File: src/slave_state_defines.svh
// Constants of the slave state machine: state codes, parameter directory layout, identity values.
// Assumes inclusion by its bare name from the design.
`ifndef SLAVE_STATE_DEFINES_SVH
`define SLAVE_STATE_DEFINES_SVH

// Requested/reported state codes
`define ST_CODE_IDLE     4'h1
`define ST_CODE_MBXCFG   4'h2
`define ST_CODE_BOOT     4'h3
`define ST_CODE_HELD     4'h4
`define ST_CODE_RUN      4'h8

// Parameter directory
`define DIR_FIRST_INDEX  16'h1000
`define DIR_IDX_DEVTYPE  16'h1000
`define DIR_IDX_IDENT    16'h1018
`define DIR_IDX_RESTORE  16'h1011
`define DIR_SUB_ONE      8'h01
`define DIR_SUB_TWO      8'h02
`define DIR_SUB_ZERO     8'h00
// Arbitrary neutral identity values
`define DIR_VAL_DEVTYPE  32'h00000ABC
`define DIR_VAL_VENDOR   32'h00000055
`define DIR_VAL_PRODUCT  32'h00000077
`define DIR_RESTORE_RST  32'h00000000

// Mailbox protocol code of file-transfer traffic
`define MBX_PROTO_FILE   4'h4

`endif

File: src/slave_state_pkg.sv
// Types of the slave state machine.
// Assumes the defines header is compiled alongside.
package slave_state_pkg;

  typedef enum logic [2:0] {
    S_IDLE,
    S_MBXCFG,
    S_HELD,
    S_RUN,
    S_BOOT
  } slave_state_t;

  typedef struct packed {
    slave_state_t st;
    logic        ack;
    logic        err;
    logic [3:0]  state_code;
    logic        mbx_ok;
    logic        pd_ok;
    logic        file_only;
    logic [15:0] out_val;
    logic        in_copy;
    logic [15:0] in_val;
    logic        dir_rvalid;
    logic        dir_rerr;
    logic [31:0] dir_rdata;
    logic [31:0] restore_val;
  } slave_regs_t;

endpackage

File: src/slave_state_machine.sv
// Slave state machine: five states gating mailbox, process data and outputs, plus a small parameter directory.
// Assumes all request inputs come from logic on clk_i; physical inputs arrive asynchronously from pins.
`timescale 1ns/1ps
`include "slave_state_defines.svh"

// Overview of operation
// Power-up enters idle; no traffic allowed
// Master sets mailbox channels in idle
// Idle to config checks mailbox setup
// Config state: mailbox yes, process data no
// Master sets process-data channels, mapping units
// Config to held checks channels, clocks
// Inputs copied before held entry acknowledged
// Held: both traffic, outputs safe, inputs cyclic (code drives outputs in held while watchdog_en_i is low)
// Watchdog forces safe outputs unless disabled
// Master delivers valid outputs before running
// Running: outputs driven, all traffic allowed
// Boot entered only from idle state
// Boot accepts only file-transfer mailbox traffic
// Slave normally ends up in running
// Directory entries use index colon subindex
// Read-only entries ignore writes
// Directory presented from index 0x1000 up
// Directory reachable from config state onward
// Failed check keeps state, flags error
module slave_state_machine #(
  parameter int IN_W  = 16,
  parameter int OUT_W = 16
) (
  input  wire logic             clk_i,
  input  wire logic             nrst_i,
  input  wire logic             req_valid_i,
  input  wire logic [3:0]       req_state_i,
  input  wire logic             mbx_cfg_ok_i,
  input  wire logic             pd_cfg_ok_i,
  input  wire logic             dc_used_i,
  input  wire logic             dc_cfg_ok_i,
  input  wire logic             watchdog_en_i,
  input  wire logic [3:0]       mbx_proto_i,
  input  wire logic [IN_W-1:0]  phys_in_i,
  input  wire logic [OUT_W-1:0] pd_out_data_i,
  input  wire logic             dir_req_i,
  input  wire logic             dir_we_i,
  input  wire logic [15:0]      dir_index_i,
  input  wire logic [7:0]       dir_sub_i,
  input  wire logic [31:0]      dir_wdata_i,
  output logic                  ack_o,
  output logic                  err_o,
  output logic [3:0]            state_o,
  output logic                  mbx_allow_o,
  output logic                  file_only_o,
  output logic                  pd_allow_o,
  output logic [OUT_W-1:0]      phys_out_o,
  output logic                  in_copy_o,
  output logic [IN_W-1:0]       dpm_in_o,
  output logic                  dir_rvalid_o,
  output logic                  dir_rerr_o,
  output logic [31:0]           dir_rdata_o
);

  slave_state_pkg::slave_regs_t r;
  slave_state_pkg::slave_regs_t next_r;
  logic [IN_W-1:0]            in_meta;
  logic [IN_W-1:0]            in_sync;
  logic                       held_ok;

  // ----------------------------------------
  // Physical input synchroniser
  // ----------------------------------------
  always_ff @(posedge clk_i or negedge nrst_i) begin
    if (!nrst_i) begin
      in_meta <= '0;
      in_sync <= '0;
    end else begin
      in_meta <= phys_in_i;
      in_sync <= in_meta;
    end
  end

  // Channel and clock check
  assign held_ok = pd_cfg_ok_i && (!dc_used_i || dc_cfg_ok_i);

  // ----------------------------------------
  // Next state
  // ----------------------------------------
  always_comb begin
    next_r            = r;
    next_r.ack        = 1'b0;
    next_r.in_copy    = 1'b0;
    next_r.dir_rvalid = 1'b0;
    next_r.dir_rerr   = 1'b0;
    if (req_valid_i) begin
      next_r.err = 1'b0;
      next_r.ack = 1'b1;
      case (r.st)
        slave_state_pkg::S_IDLE: begin
          if (req_state_i == `ST_CODE_MBXCFG) begin
            // Mailbox setup check
            if (mbx_cfg_ok_i) begin
              next_r.st = slave_state_pkg::S_MBXCFG;
            end else begin
              // Stay and flag error
              next_r.err = 1'b1;
            end
          end else if (req_state_i == `ST_CODE_BOOT) begin
            // Boot from idle with mailbox check
            if (mbx_cfg_ok_i) begin
              next_r.st = slave_state_pkg::S_BOOT;
            end else begin
              next_r.err = 1'b1;
            end
          end else if (req_state_i != `ST_CODE_IDLE) begin
            next_r.err = 1'b1;
          end
        end
        slave_state_pkg::S_MBXCFG: begin
          if (req_state_i == `ST_CODE_HELD) begin
            if (held_ok) begin
              // Copy inputs before acknowledging
              next_r.st      = slave_state_pkg::S_HELD;
              next_r.in_val  = in_sync;
              next_r.in_copy = 1'b1;
            end else begin
              // Stay and flag error
              next_r.err = 1'b1;
            end
          end else if (req_state_i == `ST_CODE_IDLE) begin
            next_r.st = slave_state_pkg::S_IDLE;
          end else if (req_state_i != `ST_CODE_MBXCFG) begin
            // Boot refused outside idle
            next_r.err = 1'b1;
          end
        end
        // Running kept until the master steps down
        slave_state_pkg::S_HELD, slave_state_pkg::S_RUN: begin
          if (req_state_i == `ST_CODE_RUN) begin
            next_r.st = slave_state_pkg::S_RUN;
          end else if (req_state_i == `ST_CODE_HELD) begin
            next_r.st = slave_state_pkg::S_HELD;
          end else if (req_state_i == `ST_CODE_MBXCFG) begin
            next_r.st = slave_state_pkg::S_MBXCFG;
          end else if (req_state_i == `ST_CODE_IDLE) begin
            next_r.st = slave_state_pkg::S_IDLE;
          end else begin
            next_r.err = 1'b1;
          end
        end
        slave_state_pkg::S_BOOT: begin
          if (req_state_i == `ST_CODE_IDLE) begin
            next_r.st = slave_state_pkg::S_IDLE;
          end else if (req_state_i != `ST_CODE_BOOT) begin
            next_r.err = 1'b1;
          end
        end
        default: begin
          next_r.st = slave_state_pkg::S_IDLE;
        end
      endcase
    end

    // Cyclic input update in held and running
    if ((r.st == slave_state_pkg::S_HELD || r.st == slave_state_pkg::S_RUN) && !next_r.in_copy) begin
      next_r.in_val = in_sync;
    end

    // Gating from the state being entered
    case (next_r.st)
      slave_state_pkg::S_MBXCFG: begin
        // Mailbox only
        next_r.state_code = `ST_CODE_MBXCFG;
        next_r.mbx_ok     = 1'b1;
        next_r.pd_ok      = 1'b0;
        next_r.file_only  = 1'b0;
      end
      slave_state_pkg::S_HELD: begin
        next_r.state_code = `ST_CODE_HELD;
        next_r.mbx_ok     = 1'b1;
        next_r.pd_ok      = 1'b1;
        next_r.file_only  = 1'b0;
      end
      slave_state_pkg::S_RUN: begin
        // All traffic allowed
        next_r.state_code = `ST_CODE_RUN;
        next_r.mbx_ok     = 1'b1;
        next_r.pd_ok      = 1'b1;
        next_r.file_only  = 1'b0;
      end
      slave_state_pkg::S_BOOT: begin
        // File-transfer mailbox only
        next_r.state_code = `ST_CODE_BOOT;
        next_r.mbx_ok     = (mbx_proto_i == `MBX_PROTO_FILE);
        next_r.pd_ok      = 1'b0;
        next_r.file_only  = 1'b1;
      end
      default: begin
        // Idle blocks all traffic
        next_r.state_code = `ST_CODE_IDLE;
        next_r.mbx_ok     = 1'b0;
        next_r.pd_ok      = 1'b0;
        next_r.file_only  = 1'b0;
      end
    endcase

    // Safe outputs unless running or watchdog off in held
    if (next_r.st == slave_state_pkg::S_RUN ||
        (next_r.st == slave_state_pkg::S_HELD && !watchdog_en_i)) begin
      next_r.out_val = pd_out_data_i;
    end else begin
      next_r.out_val = '0;
    end

    // Directory served from config state onward
    if (dir_req_i) begin
      next_r.dir_rvalid = 1'b1;
      next_r.dir_rdata  = '0;
      if (r.st == slave_state_pkg::S_IDLE || r.st == slave_state_pkg::S_BOOT ||
          dir_index_i < `DIR_FIRST_INDEX) begin
        // Lower indices not presented
        next_r.dir_rerr = 1'b1;
      end else if (dir_index_i == `DIR_IDX_RESTORE && dir_sub_i == `DIR_SUB_ONE) begin
        // Index and subindex decode
        if (dir_we_i) begin
          next_r.restore_val = dir_wdata_i;
        end
        next_r.dir_rdata = dir_we_i ? dir_wdata_i : r.restore_val;
      end else if (dir_index_i == `DIR_IDX_DEVTYPE && dir_sub_i == `DIR_SUB_ZERO) begin
        // Read-only, write refused
        next_r.dir_rerr  = dir_we_i;
        next_r.dir_rdata = `DIR_VAL_DEVTYPE;
      end else if (dir_index_i == `DIR_IDX_IDENT && dir_sub_i == `DIR_SUB_ONE) begin
        next_r.dir_rerr  = dir_we_i;
        next_r.dir_rdata = `DIR_VAL_VENDOR;
      end else if (dir_index_i == `DIR_IDX_IDENT && dir_sub_i == `DIR_SUB_TWO) begin
        next_r.dir_rerr  = dir_we_i;
        next_r.dir_rdata = `DIR_VAL_PRODUCT;
      end else begin
        next_r.dir_rerr = 1'b1;
      end
    end
  end

  always_ff @(posedge clk_i or negedge nrst_i) begin
    if (!nrst_i) begin
      r <= '{st: slave_state_pkg::S_IDLE, state_code: `ST_CODE_IDLE,
             restore_val: `DIR_RESTORE_RST, default: '0};
    end else begin
      r <= next_r;
    end
  end

  assign ack_o        = r.ack;
  assign err_o        = r.err;
  assign state_o      = r.state_code;
  assign mbx_allow_o  = r.mbx_ok;
  assign file_only_o  = r.file_only;
  assign pd_allow_o   = r.pd_ok;
  assign phys_out_o   = r.out_val;
  assign in_copy_o    = r.in_copy;
  assign dpm_in_o     = r.in_val;
  assign dir_rvalid_o = r.dir_rvalid;
  assign dir_rerr_o   = r.dir_rerr;
  assign dir_rdata_o  = r.dir_rdata;

  // ----------------------------------------
  // Checks
  // ----------------------------------------
  chk_idle_no_traffic: assert property (@(posedge clk_i) disable iff (!nrst_i)
    state_o == `ST_CODE_IDLE |-> !mbx_allow_o && !pd_allow_o) else $error("traffic allowed in idle");
  chk_mbx_check: assert property (@(posedge clk_i) disable iff (!nrst_i)
    req_valid_i && r.st == slave_state_pkg::S_IDLE && req_state_i == `ST_CODE_MBXCFG && !mbx_cfg_ok_i
    |=> state_o == `ST_CODE_IDLE && err_o) else $error("bad mailbox setup accepted");
  chk_config_gating: assert property (@(posedge clk_i) disable iff (!nrst_i)
    state_o == `ST_CODE_MBXCFG |-> mbx_allow_o && !pd_allow_o) else $error("config state gating wrong");
  chk_held_check: assert property (@(posedge clk_i) disable iff (!nrst_i)
    req_valid_i && r.st == slave_state_pkg::S_MBXCFG && req_state_i == `ST_CODE_HELD && !held_ok
    |=> state_o == `ST_CODE_MBXCFG && err_o) else $error("bad channel setup accepted");
  chk_input_copy: assert property (@(posedge clk_i) disable iff (!nrst_i)
    $rose(state_o == `ST_CODE_HELD) && $past(r.st) == slave_state_pkg::S_MBXCFG
    |-> in_copy_o && ack_o && dpm_in_o == $past(in_sync)) else $error("inputs not copied on held entry");
  chk_held_safe: assert property (@(posedge clk_i) disable iff (!nrst_i)
    $past(watchdog_en_i) && state_o == `ST_CODE_HELD |-> phys_out_o == '0) else $error("outputs not safe");
  chk_run_outputs: assert property (@(posedge clk_i) disable iff (!nrst_i)
    state_o == `ST_CODE_RUN |-> phys_out_o == $past(pd_out_data_i) && pd_allow_o) else $error("run outputs wrong");
  chk_boot_entry: assert property (@(posedge clk_i) disable iff (!nrst_i)
    req_valid_i && req_state_i == `ST_CODE_BOOT && r.st != slave_state_pkg::S_IDLE
    && r.st != slave_state_pkg::S_BOOT |=> err_o && state_o != `ST_CODE_BOOT) else $error("boot from non-idle");
  chk_boot_gating: assert property (@(posedge clk_i) disable iff (!nrst_i)
    state_o == `ST_CODE_BOOT |-> !pd_allow_o && file_only_o) else $error("boot gating wrong");
  chk_ro_write: assert property (@(posedge clk_i) disable iff (!nrst_i)
    dir_req_i && dir_we_i && dir_index_i == `DIR_IDX_IDENT
    |=> dir_rvalid_o && dir_rerr_o) else $error("read-only write accepted");
  chk_low_index: assert property (@(posedge clk_i) disable iff (!nrst_i)
    dir_req_i && dir_index_i < `DIR_FIRST_INDEX |=> dir_rerr_o) else $error("low index served");
  chk_dir_idle: assert property (@(posedge clk_i) disable iff (!nrst_i)
    dir_req_i && r.st == slave_state_pkg::S_IDLE |=> dir_rerr_o) else $error("directory served in idle");

endmodule

File: config.mk
export PLATFORM = sky130hd
export DESIGN_NAME = slave_state_machine
export DESIGN_NICKNAME = d
export VERILOG_FILES = /design/src/slave_state_pkg.sv /design/src/slave_state_machine.sv
export VERILOG_INCLUDE_DIRS = /design/src
export SDC_FILE = /design/constraint.sdc
export NUM_CORES = 1
export LEC_CHECK = 0
export BUFFER_PORTS_ARGS = -buffer_cell sky130_fd_sc_hd__clkbuf_2
export CAP_MARGIN = 15
export CORE_MARGIN = 4
export CORE_UTILIZATION = 47
export CTS_CLUSTER_SIZE = 8
export DETAILED_ROUTE_END_ITERATION = 16
export HOLD_SLACK_MARGIN = 0.05
export PLACE_DENSITY = 0.83
export SYNTH_ARGS = -nofsm -noshare
export SYNTH_HDL_FRONTEND = slang
export SYNTH_SLANG_ARGS = --single-unit
File: constraint.sdc
create_clock -name clk_i -period 1.9 [get_ports clk_i]
set_input_delay 0.38 -clock clk_i [delete_from_list [all_inputs] [get_ports clk_i]]
set_output_delay 0.38 -clock clk_i [all_outputs]
set_load 0.02 [all_outputs]
==> impl_metrics.xml <==
<?xml version="1.0" encoding="UTF-8"?>
<metrics>
  <group name="status">
    <metric name="status" unit="">finished clean</metric>
  </group>
  <group name="yosys">
    <metric name="synthDominantAreaCellType" unit="">sky130_fd_sc_hd__dfrtp_1</metric>
    <metric name="postSynthAreaPerCell" unit="µm²">12.0</metric>
    <metric name="yosysTopAreaCellShare" unit="%">56.7</metric>
    <metric name="async_flop_share" unit="%">100</metric>
    <metric name="synth-edff-count" unit="">0</metric>
    <metric name="netlist-cell-type-count" unit="">51</metric>
    <metric name="synth_most_common_cell" unit="">sky130_fd_sc_hd__dfrtp_1</metric>
    <metric name="synth_top_cells_by_count" unit="">sky130_fd_sc_hd__dfrtp_1, sky130_fd_sc_hd__mux2_2, sky130_fd_sc_hd__buf_4</metric>
    <metric name="postSynth.topFlopCell" unit="">sky130_fd_sc_hd__dfrtp_1</metric>
    <metric name="netlist_top_cells_area" unit="">sky130_fd_sc_hd__dfrtp_1, sky130_fd_sc_hd__mux2_2, sky130_fd_sc_hd__buf_4</metric>
    <metric name="cell_area_synth" unit="mm²">0.00627</metric>
    <metric name="postSynthRegisterBits" unit="">143</metric>
    <metric name="synth_cells" unit="">522</metric>
    <metric name="synth_warnings" unit="">0</metric>
    <metric name="synth_fp_nets" unit="">628</metric>
    <metric name="synth_seq_area_share" unit="%">57.1</metric>
  </group>
  <group name="power_and_ir_drop">
    <metric name="max-vdd-ir-drop" unit="mV">0.604</metric>
    <metric name="power.density" unit="mW/mm²">1020</metric>
    <metric name="cellLeakagePower" unit="nW">3.91</metric>
  </group>
  <group name="cts">
    <metric name="cts-root-buf" unit="">sky130_fd_sc_hd__clkbuf_16</metric>
    <metric name="cts-root-to-sink-buffers" unit="">2</metric>
    <metric name="cts_max_level" unit="">4</metric>
    <metric name="numCtsBuffers" unit="">17</metric>
    <metric name="clkLatencyLatePin" unit="ns">0.42</metric>
    <metric name="clk_transition_reported_paths" unit="ns">0.06</metric>
    <metric name="tritoncts" unit="">built</metric>
    <metric name="cts_sinks" unit="">143</metric>
  </group>
  <group name="floorplan">
    <metric name="die-area" unit="mm²">0.0152</metric>
    <metric name="row_count" unit="">41</metric>
    <metric name="start_util" unit="%">48.9</metric>
    <metric name="die_height" unit="µm">123</metric>
    <metric name="num_io_pins" unit="">182</metric>
    <metric name="design.core.area" unit="mm²">0.0128</metric>
    <metric name="die_width" unit="µm">123</metric>
  </group>
  <group name="setup_path">
    <metric name="worstPathMaxFanout" unit="">16</metric>
    <metric name="regToRegEndpoint" unit="">dpm_in_o[8]</metric>
    <metric name="r2r_setup_slack" unit="ns">0.11</metric>
    <metric name="critPathRequiredTime" unit="ns">2.19</metric>
    <metric name="timing.critical_path.arrival" unit="ns">2.08</metric>
    <metric name="r2r_start" unit="">r[110]</metric>
    <metric name="reg2reg_depth" unit="">6</metric>
    <metric name="critical_path_class" unit="">reg2reg</metric>
    <metric name="setup.worst_path.end_class" unit="">flip-flop</metric>
    <metric name="cp-startpoint" unit="">r[110]</metric>
    <metric name="setup.worst_path.end" unit="">dpm_in_o[8]</metric>
    <metric name="critical_path.startpoint_type" unit="">flip-flop</metric>
  </group>
  <group name="timing">
    <metric name="final_max_slew_viol_count" unit="">0</metric>
    <metric name="timing.final.crit_share" unit="%">94.3</metric>
    <metric name="clock.fmax" unit="MHz">558</metric>
    <metric name="grt_setup_unrepaired" unit="">yes</metric>
    <metric name="fin_hold_ws" unit="ns">0.0689</metric>
    <metric name="setup-violations-final" unit="">0</metric>
    <metric name="period_minus_slack" unit="ns">1.79</metric>
    <metric name="finalClockSkew" unit="ns">0.0146</metric>
    <metric name="timing_hold_violations_final" unit="">0</metric>
    <metric name="worst_pin_slew" unit="ns">0.482</metric>
    <metric name="max_slew_headroom_at_the_worst_pin" unit="%">67.9</metric>
  </group>
  <group name="job">
    <metric name="cap_viol_max_count" unit="">0</metric>
  </group>
  <group name="final_layout">
    <metric name="antenna_cells" unit="">0</metric>
    <metric name="post_route_cells_drive_above_1_share" unit="%">49.1</metric>
    <metric name="finalCoreUtilization" unit="%">60.9</metric>
    <metric name="area.growth.synth_to_final" unit="%">24.6</metric>
    <metric name="fillers" unit="">1016</metric>
    <metric name="layout.nets" unit="">777</metric>
  </group>
  <group name="place">
    <metric name="globalplace.congestion" unit="">0.817</metric>
    <metric name="port_buffers" unit="">181</metric>
    <metric name="dp.final_hpwl" unit="µm">10400</metric>
  </group>
  <group name="grt">
    <metric name="vias_in_the_first_global_route" unit="">4506</metric>
    <metric name="grt_first_pass_wirelength" unit="µm">22200</metric>
    <metric name="globalRouteOverflowTotal" unit="">0</metric>
    <metric name="gr-usage-all-layers" unit="%">19.1</metric>
    <metric name="antenna_found_initial" unit="">0</metric>
    <metric name="grt_start_max_net_pins" unit="">53</metric>
  </group>
  <group name="detailed_routing">
    <metric name="detail_route.wirelength" unit="µm">13900</metric>
    <metric name="firstDrtPassIters" unit="">4</metric>
    <metric name="wl_per_cell" unit="µm">16.3</metric>
    <metric name="vias" unit="">4271</metric>
    <metric name="drtAntennaViolNets" unit="">0</metric>
    <metric name="drc_errors" unit="">0</metric>
    <metric name="detail_route.iter0.violations" unit="">194</metric>
    <metric name="route.detailed.vias_per_inst" unit="">4.99</metric>
  </group>
  <group name="min_path">
    <metric name="hold_class" unit="">in2reg</metric>
  </group>
</metrics>
[sequential cells by signal, indices dropped and copies added, names as in the netlist, 4 cells and up]
register,cells
dir_rdata_o,32
dpm_in_o,16
in_meta,16
in_sync,16
phys_out_o,16
r,35
state_o,4
[worst max-delay path: stages, from the launching register on]
cell	delay, ns
sky130_fd_sc_hd__dfrtp_1	0.38
sky130_fd_sc_hd__nor2b_1	0.17
sky130_fd_sc_hd__nand2_1	0.11
sky130_fd_sc_hd__nor4_4	0.27
sky130_fd_sc_hd__inv_1	0.10
sky130_fd_sc_hd__nand2_4	0.25
sky130_fd_sc_hd__mux2_2	0.38
[routing by layer]
metal	global-route usage (%)	part of all wire [%]	vias up	routed length (µm)
li1	-	-	1996	-
met1	23.1	41	2066	5670
met2	31.7	49	187	6810
met3	6.45	8.8	22	1220
met4	7.06	1.5	0	211
met5	0	0	-	0
[metrics by stage]
step | TNS, ns | area [µm²] | cells | worst slack, ns | power [mW]
final | 0 | 7810 | 856 | 0.109 | 7.99
after global routing | -0.0140 | 7810 | 856 | -0.00658 | 8.36
after CTS | 0 | 7800 | 856 | 0.0383 | 8.09
after detailed placement | -31.01 | 7170 | 820 | -0.442 | 4.79
after global placement | -28.60 | 7170 | 820 | -0.382 | 4.73
after floorplan | -9.45 | 6370 | 522 | -0.227 | 4.51
[cell usage in the layout, fill, tap and decap left out, types with 7 or more instances in the layout]
cell	netlist	final
sky130_fd_sc_hd__and2_1	17	17
sky130_fd_sc_hd__mux2_4	0	8
sky130_fd_sc_hd__clkbuf_2	0	180
sky130_fd_sc_hd__o22ai_1	7	7
sky130_fd_sc_hd__inv_1	37	37
sky130_fd_sc_hd__buf_4	69	29
sky130_fd_sc_hd__nand3_1	24	23
sky130_fd_sc_hd__nor2_1	21	20
sky130_fd_sc_hd__dfrtp_1	142	141
sky130_fd_sc_hd__clkbuf_16	0	17
sky130_fd_sc_hd__nand2_1	8	7
sky130_fd_sc_hd__mux2_2	73	66
sky130_fd_sc_hd__o21ai_0	29	29
sky130_fd_sc_hd__a21oi_1	9	9
[report_power, final]
| group | leakage [nW] | switching, mW | internal (mW) |
|---|---|---|---|
| Clock | 0.283 | 1.25 | 2.01 |
| Sequential | 1.86 | 0.134 | 3.31 |
| Combinational | 1.77 | 0.713 | 0.574 |
| Total | 3.91 | 2.10 | 5.89 |
[cells by family after synthesis]
| kind of cell | Yosys count | share of synthesized area, % |
|---|---|---|
| and+or+nand+nor | 105 | 9.56 |
| DFF | 143 | 57.1 |
| buffers and inverters | 127 | 12.2 |
| AOI/OAI and AO/OA | 67 | 6.99 |
| xor gates and xnor gates | 5 | 0.699 |
| muxes | 75 | 13.5 |
[what timing repair did]
action,in CTS,in global routing
hold buffers,4,0
endpoints found under the setup margin,2,45
pin swaps,1,0
endpoints found under the hold margin,45,0
buffers inserted,0,0
resized for setup,0,2
[worst min path at each step]
stage	start	end	slack, ns	depth (start not counted)
after floorplan	nrst_i	ack_o	0.08	0
after global placement	in_meta[3]	in_sync[3]	0.33	0
after detailed placement	nrst_i	phys_out_o[3]	0.34	1
after CTS	phys_in_i[12]	in_meta[12]	0.05	1
after global routing	phys_in_i[4]	in_meta[4]	0.05	1
final	phys_in_i[3]	in_meta[3]	0.07	1
[layout make-up]
| type | count | area (µm²) | share of cell area [%] |
|---|---|---|---|
| inverter | 37 | 139 | 1.78 |
| sequential | 143 | 3580 | 45.9 |
| clock buffer | 20 | 457 | 5.85 |
| timing repair buffer | 220 | 1290 | 16.5 |
| multi-input combinational | 252 | 1990 | 25.5 |
| tap | 172 | 215 | 2.76 |
| clock inverter | 12 | 136 | 1.75 |
Note: power is estimated with default switching activity, not from simulation.
